`config.mk`:
```
export PLATFORM = sky130hd
export DESIGN_NAME = hbdc_seq
export DESIGN_NICKNAME = d
export VERILOG_FILES = /design/src/hw/hbdc_pkg.sv /design/src/hw/hbdc_seq.sv
export VERILOG_INCLUDE_DIRS = /design/src /design/src/hw
export SDC_FILE = /design/constraint.sdc
export NUM_CORES = 1
export LEC_CHECK = 0
export BUFFER_PORTS_ARGS = -buffer_cell sky130_fd_sc_hd__buf_2
export CAP_MARGIN = 5
export CORE_AREA = 2 2 39 41
export DETAILED_ROUTE_END_ITERATION = 10
export DIE_AREA = 0 0 41 43
export GPL_TIMING_DRIVEN = 0
export PLACE_DENSITY_LB_ADDON = 0.2
export SYNTH_ARGS = -nofsm -noshare
export SYNTH_HDL_FRONTEND = slang
export SYNTH_SLANG_ARGS = --single-unit
```
`constraint.sdc`:
```
create_clock -name mclk -period 1.8 [get_ports mclk]
set_input_delay 0.09 -clock mclk [delete_from_list [all_inputs] [get_ports mclk]]
set_output_delay 0.09 -clock mclk [all_outputs]
set_load 0.005 [all_outputs]
```
`src/hw/hbdc_cfg.svh`:
```
// Constants for the dual chip-select continuous-read host-bus sequencer
`ifndef HBDC_CFG_SVH
`define HBDC_CFG_SVH
`define HBDC_CSEL_DUAL 2'h2
`define HBDC_MODE_CONTREAD 2'h2
`define HBDC_RWAIT_MIN 2'h0
`define HBDC_RWAIT_W6 2'h2
`define HBDC_STROBE_BASE 4'h2
`define HBDC_STROBE_STEP 4'h2
`define HBDC_WRONG_CS_CYCLES 4'h1
`endif

```
`src/hw/hbdc_pkg.sv`:
```
// Types for the dual chip-select continuous-read host-bus sequencer
`default_nettype none
package hbdc_pkg;
    typedef struct packed {
        logic [1:0] chip_select_config_field;
        logic [1:0] mode;
        logic [1:0] read_wait_field;
    } hbdc_cfg_t;
    typedef struct packed {
        logic rd;
        logic cs0;
        logic cs1;
        logic oe;
    } hbdc_pins_t;
    typedef enum logic [2:0] {
        ST_IDLE = 3'b001,
        ST_READ = 3'b010,
        ST_HOLD = 3'b100
    } hbdc_state_t;
endpackage
`default_nettype wire

```
`src/hw/hbdc_seq.sv`:
```
// Read strobe and chip-select sequencer of the external parallel interface host bus
// Functional notes
// - Only dual selects (0x2) with continuous read (0x2) give the wrong-select first read.
// - On that first read the other chip select asserts together with the read strobe.
// - The wrong chip select is released on the next interface clock edge after it rose.
// - On that edge the chip select owning the region asserts, completing the handover.
// - The read strobe holds across the handover; its count includes the wrong-select clock.
// - Read-wait 0x0 gives a two-clock strobe, one clock wrong select and one correct.
// - Later reads under the same output enable drive only the correct select, normal timing.
// - Read-wait 0x2 gives a six-clock strobe, five of them under the correct select.
`timescale 1ns/100ps
`default_nettype none
`include "hbdc_cfg.svh"
module hbdc_seq (
    input wire logic mclk,
    input wire logic srst,
    input wire hbdc_pkg::hbdc_cfg_t cfg,
    input wire logic req_valid,
    input wire logic req_region,
    input wire logic req_last,
    output logic req_ready,
    output logic rd_done,
    output var hbdc_pkg::hbdc_pins_t pins
);
    import hbdc_pkg::*;

    hbdc_state_t state_q;
    logic [3:0] cnt_q;
    logic region_q;
    logic first_q;
    logic last_q;
    logic faulty_mode;
    logic [3:0] strobe_len;
    logic wrong_phase;
    logic [3:0] rd_len_q;

    // Fault condition: dual selects in continuous-read mode
    // Every other setting drives the owning select alone from the first strobe clock
    assign faulty_mode = (cfg.chip_select_config_field == `HBDC_CSEL_DUAL) &&
                         (cfg.mode == `HBDC_MODE_CONTREAD);
    // Strobe length: two clocks plus two per read-wait step
    assign strobe_len = `HBDC_STROBE_BASE +
                        4'({2'h0, cfg.read_wait_field} * `HBDC_STROBE_STEP);
    // Wrong select only during first strobe clock of the first read
    assign wrong_phase = (state_q == ST_READ) && first_q && faulty_mode &&
                         (cnt_q < `HBDC_WRONG_CS_CYCLES);
    // Ready outside strobes, so a queued read is taken in the one-clock gap
    assign req_ready = (state_q != ST_READ);

    // Sequencer state
    always_ff @(posedge mclk) begin
        if (srst) begin
            state_q <= ST_IDLE;
            cnt_q <= 4'h0;
            region_q <= 1'b0;
            first_q <= 1'b1;
            last_q <= 1'b0;
        end else begin
            unique case (state_q)
                ST_IDLE, ST_HOLD: begin
                    if (req_valid) begin
                        state_q <= ST_READ;
                        cnt_q <= 4'h0;
                        region_q <= req_region;
                        last_q <= req_last;
                        first_q <= (state_q == ST_IDLE);
                    end else if (state_q == ST_HOLD && last_q) begin
                        state_q <= ST_IDLE;
                    end
                end
                ST_READ: begin
                    // Count includes the wrong-select clock, strobe never drops
                    if (cnt_q == strobe_len - 4'h1) begin
                        state_q <= last_q ? ST_IDLE : ST_HOLD;
                        first_q <= 1'b0;
                    end else begin
                        cnt_q <= cnt_q + 4'h1;
                    end
                end
            endcase
        end
    end

    // Registered completion pulse
    always_ff @(posedge mclk) begin
        if (srst) begin
            rd_done <= 1'b0;
        end else begin
            rd_done <= (state_q == ST_READ) && (cnt_q == strobe_len - 4'h1);
        end
    end

    // Strobe run length seen on the pin, for the length checks
    always_ff @(posedge mclk) begin
        if (srst) begin
            rd_len_q <= 4'h0;
        end else if (pins.rd) begin
            rd_len_q <= rd_len_q + 4'h1;
        end else begin
            rd_len_q <= 4'h0;
        end
    end

    // Pin drive: select owner takes over on the edge ending the wrong phase
    always_comb begin
        pins.rd = (state_q == ST_READ);
        pins.oe = (state_q != ST_IDLE);
        pins.cs0 = 1'b0;
        pins.cs1 = 1'b0;
        if (state_q == ST_READ) begin
            if (wrong_phase) begin
                pins.cs0 = region_q;
                pins.cs1 = !region_q;
            end else begin
                pins.cs0 = !region_q;
                pins.cs1 = region_q;
            end
        end
    end

    property p_wrong_one_clock;
        @(posedge mclk) disable iff (srst)
        wrong_phase |=> !wrong_phase;
    endproperty
    a_wrong_one_clock: assert property (p_wrong_one_clock) else $error("select held");

    property p_handover;
        @(posedge mclk) disable iff (srst)
        (wrong_phase && pins.rd) |=> (pins.rd && (pins.cs0 == !region_q) && (pins.cs1 == region_q));
    endproperty
    a_handover: assert property (p_handover) else $error("handover missing");

    property p_only_faulty;
        @(posedge mclk) disable iff (srst)
        (pins.rd && (pins.cs0 == region_q) && (pins.cs1 == !region_q)) |->
            (faulty_mode && first_q);
    endproperty
    a_only_faulty: assert property (p_only_faulty) else $error("wrong select outside mode");

    property p_rd_with_wrong;
        @(posedge mclk) disable iff (srst)
        $rose(pins.rd) && first_q && faulty_mode |-> wrong_phase;
    endproperty
    a_rd_with_wrong: assert property (p_rd_with_wrong) else $error("no wrong select");

    property p_two_clock;
        @(posedge mclk) disable iff (srst)
        ($rose(pins.rd) && cfg.read_wait_field == `HBDC_RWAIT_MIN) |->
            pins.rd ##1 pins.rd ##1 !pins.rd;
    endproperty
    a_two_clock: assert property (p_two_clock) else $error("strobe not two clocks");

    property p_six_clock;
        @(posedge mclk) disable iff (srst)
        ($rose(pins.rd) && cfg.read_wait_field == `HBDC_RWAIT_W6) |-> pins.rd [*6] ##1 !pins.rd;
    endproperty
    a_six_clock: assert property (p_six_clock) else $error("strobe not six clocks");

    property p_later_clean;
        @(posedge mclk) disable iff (srst)
        (pins.rd && !first_q) |-> (pins.cs0 == !region_q);
    endproperty
    a_later_clean: assert property (p_later_clean) else $error("later read wrong select");

    property p_one_select;
        @(posedge mclk) disable iff (srst)
        pins.rd |-> (pins.cs0 ^ pins.cs1);
    endproperty
    a_one_select: assert property (p_one_select) else $error("selects overlap");

    // Pin checks: outside the fault mode the owner select is the only one ever seen
    property p_owner_only;
        @(posedge mclk) disable iff (srst)
        (pins.rd && !faulty_mode) |-> (pins.cs0 == !region_q) && (pins.cs1 == region_q);
    endproperty
    a_owner_only: assert property (p_owner_only) else $error("owner select missing");

    property p_wrong_at_rise;
        @(posedge mclk) disable iff (srst)
        ($rose(pins.rd) && first_q && faulty_mode) |->
            (pins.cs0 == region_q) && (pins.cs1 == !region_q);
    endproperty
    a_wrong_at_rise: assert property (p_wrong_at_rise) else $error("early select");

    // After the first strobe clock only the owner may be selected
    property p_owner_after;
        @(posedge mclk) disable iff (srst)
        (pins.rd && $past(pins.rd)) |-> (pins.cs0 == !region_q) && (pins.cs1 == region_q);
    endproperty
    a_owner_after: assert property (p_owner_after) else $error("owner select late");

    // Strobe width counts the wrong-select clock, so it is the programmed one
    property p_strobe_length;
        @(posedge mclk) disable iff (srst)
        $fell(pins.rd) |-> (rd_len_q == 4'(`HBDC_STROBE_BASE +
            `HBDC_STROBE_STEP * {2'h0, cfg.read_wait_field}));
    endproperty
    a_strobe_length: assert property (p_strobe_length) else $error("strobe length off");

    property p_done_on_fall;
        @(posedge mclk) disable iff (srst)
        $fell(pins.rd) |-> rd_done;
    endproperty
    a_done_on_fall: assert property (p_done_on_fall) else $error("done missing");

    property p_done_pulse;
        @(posedge mclk) disable iff (srst)
        rd_done |=> !rd_done;
    endproperty
    a_done_pulse: assert property (p_done_pulse) else $error("done too long");

    // Output enable spans a continuous run and drops only after its last read
    property p_oe_at_done;
        @(posedge mclk) disable iff (srst)
        rd_done |-> (pins.oe == !last_q);
    endproperty
    a_oe_at_done: assert property (p_oe_at_done) else $error("enable wrong at end");

    property p_rd_in_oe;
        @(posedge mclk) disable iff (srst)
        pins.rd |-> (pins.oe && !req_ready);
    endproperty
    a_rd_in_oe: assert property (p_rd_in_oe) else $error("strobe outside enable");
endmodule
`default_nettype wire

```
* Word-level counts from Yosys, hierarchy flattened *
Index checks and enable logic that the tools add are counted.

cells by class
  order comparisons = 1
  multiplexer cells = 13
  reductions and logical operators = 12
  add/subtract/negate cells = 3
  eq/ne operators = 12

operators with widths
  kind                                                number
  two-way mux 3 bit                                   4
  two-way mux 4 bit                                   2
  case mux 4 bit (2 select lines)                     1
  AND reduction 2 bit                                 4
  logical AND 1 bit                                   6
  case mux 3 bit (2 select lines)                     1
  adder 2 x 3 -> 4 bit, first input constant          1
  adder 4 x 1 -> 4 bit, second input constant         1
  == test 2 bit, second input constant                2
  == test 4 bit                                       1
  < comparator 4 x 1 -> 1 bit, second input constant  1
  two-way mux 2 bit                                   2
  != test 2 bit, second input constant                2
  subtractor 4 x 1 -> 4 bit, second input constant    1
  == test 3 x 1 -> 1 bit, second input constant       1
  == test 3 x 2 -> 1 bit, second input constant       1
  == test 3 bit, second input constant                1
  != test 3 x 1 -> 1 bit, second input constant       1
  != test 3 x 2 -> 1 bit, second input constant       1
  != test 3 bit, second input constant                1
  two-way mux 1 bit                                   2
  != test 2 x 1 -> 1 bit, second input constant       1
  case mux 1 bit (2 select lines)                     1
  OR reduction 2 bit                                  1
  zero test 1 bit                                     1

storage, ports and cells
  register bits after elaboration = 11
  word-level logic and storage cells = 47

* Depth between registers and ports, before layout *
  depth in word-level cells = 6
  depth in mapped cells = 6
  mapped depth without buffers = 6

* Worst setup path after synthesis *
No wires, ideal clock.

  path kind = register to register
  start point = register state_q[1]
  end point = register cnt_q[3]
  path buffers = 1
  library setup time = 70 ps
  cell stages (with the launch flop) = 7
  data required time = 1730 ps
  data arrival time = 1492 ps
  slack = 237 ps
  path through = dfxtp_1 or3b_1 buf_6 clkinv_8 o31ai_1 or4_1 a21oi_1

RTL lines
  item                    line            text
  from (decl)             hbdc_seq.sv:27  hbdc_state_t state_q;
  from (signal assigned)  hbdc_seq.sv:74  state_q <= last_q ? ST_IDLE : ST_HOLD;
  to (signal assigned)    hbdc_seq.sv:77  cnt_q <= cnt_q + 4'h1;
  to (decl)               hbdc_seq.sv:28  logic [3:0] cnt_q;

==> impl_metrics.json <==
{
  "ys_ff_latch": 11,
  "grt_pass1_wl_um": 1940,
  "power_density_mw_per_mm2": 626,
  "leakage_uw": 0.000318,
  "required_ps": 1710,
  "fp.dieW_um": 41,
  "viasPerCell": 5.27,
  "fp-row-count": 14,
  "grt_usage": 0.160,
  "outcome": "completed",
  "core_area_mm2": 0.00138,
  "fin_skew_ps": 1.31,
  "vias": 548,
  "worst_slew_pin_slew_ps": 809,
  "die_area_mm2": 0.00176,
  "yosys_warnings": 0,
  "multi_input_area_um2": 382,
  "dr.pass1.iters": 4,
  "cp_max_fo": 5,
  "dp_hpwl_um": 939,
  "drtAntennaViolNets": 0,
  "start_util": 0.455,
  "stdcell_area_um2": 778,
  "setup-tns-final_ps": 0,
  "cts_tree": "done",
  "synth_cell_type_count": 32,
  "drt_iter0_drc": 4,
  "crit_path_start_kind": "register",
  "ir_worst_vdd_mv": 0.406,
  "grt_overflow": 0,
  "period_share": 0.962,
  "cts.sinks": 11,
  "cap_violations": 0,
  "synthCells": 68,
  "hp-class": "input port to register",
  "crit_type": "register to primary output",
  "syn_nets": 81,
  "grt_setup_unrepaired": "true",
  "cts_made_buffers": 3,
  "fill_cells": 126,
  "drive_gt1_frac": 0.330,
  "switching_share": 0.245,
  "fin_nets": 102,
  "routedWlPerCell_um": 11.6,
  "end_kind": "primary output",
  "grt_start_max_net_pins": 10,
  "comb_power_share": 0.139,
  "antenna_found_initial": 0,
  "clk-insertion-delay-late_ps": 260,
  "cts_max_level": 1,
  "crit_arrival_ps": 1640,
  "dp_slack_ps": 96.8,
  "cts_root_buffer": "clkbuf_4",
  "setup_viol": 0,
  "p_seq_frac": 0.528,
  "rr_worst_depth": 4,
  "power_frac_clock": 0.333,
  "diodes": 0,
  "yosysSeqAreaShare": 0.350,
  "slew_headroom": 0.457,
  "p_int_uw": 368,
  "grt_pass1_vias": 479,
  "cts_buffer_depth": 2,
  "die_h_um": 43,
  "final_max_slew_viol_count": 0,
  "placed_area_um2": 724,
  "min_path_cells": 3,
  "fin_ws_ps": 67.8,
  "p_switching_uw": 119,
  "synth_area_um2": 629,
  "routabilityCongestion": 0.649,
  "path_clk_slew_ps": 70,
  "port_buffers": 15,
  "pin_count": 17,
  "area_growth_pct": 23.7,
  "synth_area_per_cell_um2": 9.26,
  "finalCriticalPeriod_ps": 1730,
  "seq_area_um2": 225,
  "drt-total-wl_um": 1210,
  "hold_violations": 0,
  "fmaxAchievable_mhz": 577,
  "drc": 0
}
## critical path: stages, from the launching register on
cell      delay (ps)
dfxtp_2          340
inv_2             60
ha_1             130
nand4b_1         130
nor4_4           310
xnor2_1          160
and2_1           140
buf_2            100
## power by group through the flow
| stage | clock network [uW] | logic (uW) | registers (uW) |
|---|---|---|---|
| CTS | 167 | 66.2 | 258 |
| detailed placement | 0 | 64.8 | 264 |
| global route | 182 | 75.8 | 258 |
| finish | 162 | 67.7 | 257 |
| global placement | 0 | 64.0 | 264 |
| floorplan | 0 | 42.4 | 262 |
## per-layer routing
layer	vias to the layer above	track usage	routed length, um
met5	-	0	0
met4	0	0.0600	12
met3	2	0.0314	56
met2	12	0.241	633
met1	258	0.216	507
li1	276	-	-
## layout by cell type (no fill, tap or decap)
master    instances
nor3b_1           1
buf_1             1
nand4b_1          1
ha_1              2
xor2_2            2
o31ai_1           2
or4_1             1
a21oi_1           5
buf_6             1
buf_2            15
dfxtp_1           9
inv_2             1
o211ai_1          1
nand2_1           1
dfxtp_2           1
or3b_2            1
nand2b_1          2
o21ai_1           2
or4b_1            1
nand3_1           1
inv_1             2
o21ai_0           3
clkinv_8          1
nor3_1            3
nand3b_1          1
xnor2_1           3
or3b_1            1
nor4_4            2
mux2i_1           2
clkbuf_4          3
nor2b_1           1
a211o_1           1
dfxtp_4           1
buf_4             1
nor2_1            7
clkbuf_1          1
and2_1            3
or2b_1            1
## what timing repair did
item | CTS | global route
pin swaps | 0 | 4
gates resized for setup | 1 | 5
cloned | 0 | 0
endpoints found under the setup margin | 1 | 5
hold buffers | 0 | 0
buffers inserted | 0 | 1
## cell families after synthesis
family                     share of synthesized area
AOI/OAI and AO/OA                              0.129
DFF                                            0.350
buffers and inverters                         0.0676
adders and majority gates                     0.0398
xor gates and xnor gates                      0.0934
and+or+nand+nor                                0.288
muxes                                         0.0318
## final timing paths
path              slack (ps)          to        from
setup reg to reg         140     first_q  state_q[2]
hold reg to reg          460  state_q[2]      last_q
setup / recovery          70     pins[2]    cnt_q[0]
hold / removal            60    region_q  req_region
## registers in the layout, summed over array words and instances, names as in the netlist
signal    cells
rd_done       1
last_q        1
region_q      1
first_q       1
state_q       3
cnt_q         4
## synth_stat cells
| library cell | instances | area share |
|---|---|---|
| inv_1 | 3 | 0.018 |
| nor2b_1 | 1 | 0.0099 |
| nor2_1 | 7 | 0.042 |
| nand4b_1 | 1 | 0.014 |
| ha_1 | 2 | 0.040 |
| dfxtp_1 | 11 | 0.35 |
| or4_1 | 1 | 0.012 |
| and2_1 | 3 | 0.030 |
| nor4_4 | 1 | 0.034 |
| or4b_1 | 1 | 0.016 |
| nor4_1 | 1 | 0.0099 |
| buf_6 | 1 | 0.018 |
| nand2_1 | 1 | 0.0060 |
| xor2_2 | 2 | 0.052 |
| mux2i_1 | 2 | 0.032 |
| o21ai_0 | 3 | 0.024 |
| nand3b_1 | 1 | 0.012 |
| nor3b_1 | 1 | 0.012 |
| or3b_1 | 1 | 0.014 |
| o21ai_1 | 2 | 0.016 |
| or2b_1 | 1 | 0.012 |
| o31ai_1 | 2 | 0.024 |
| a211o_1 | 1 | 0.014 |
| nand2b_1 | 2 | 0.020 |
| a21oi_1 | 5 | 0.040 |
| nor3_1 | 3 | 0.024 |
| buf_1 | 1 | 0.0060 |
| clkinv_8 | 1 | 0.026 |
| xnor2_1 | 3 | 0.042 |
| nand3_1 | 1 | 0.0079 |
| o211ai_1 | 1 | 0.012 |
| or3b_2 | 1 | 0.014 |
## metrics by stage
step                      power [uW]  hold slack, ps  utilization  cells
after CTS                        492            62.2        0.547    103
after detailed placement         329             333        0.524     99
after global routing             516            78.3        0.562    104
after global placement           328             329        0.524     99
after floorplan                  305             220            -     68
final                            487            64.1        0.562    104
## layout make-up
type / instances / share of cell area
inverters: 4 / 0.0354
flip-flops and latches: 11 / 0.289
multi-input cells: 51 / 0.490
plain buffers: 2 / 0.0193
well taps: 16 / 0.0257
repair buffers: 16 / 0.106
clock buffers: 4 / 0.0338
Note: power is estimated with default switching activity, not from simulation.
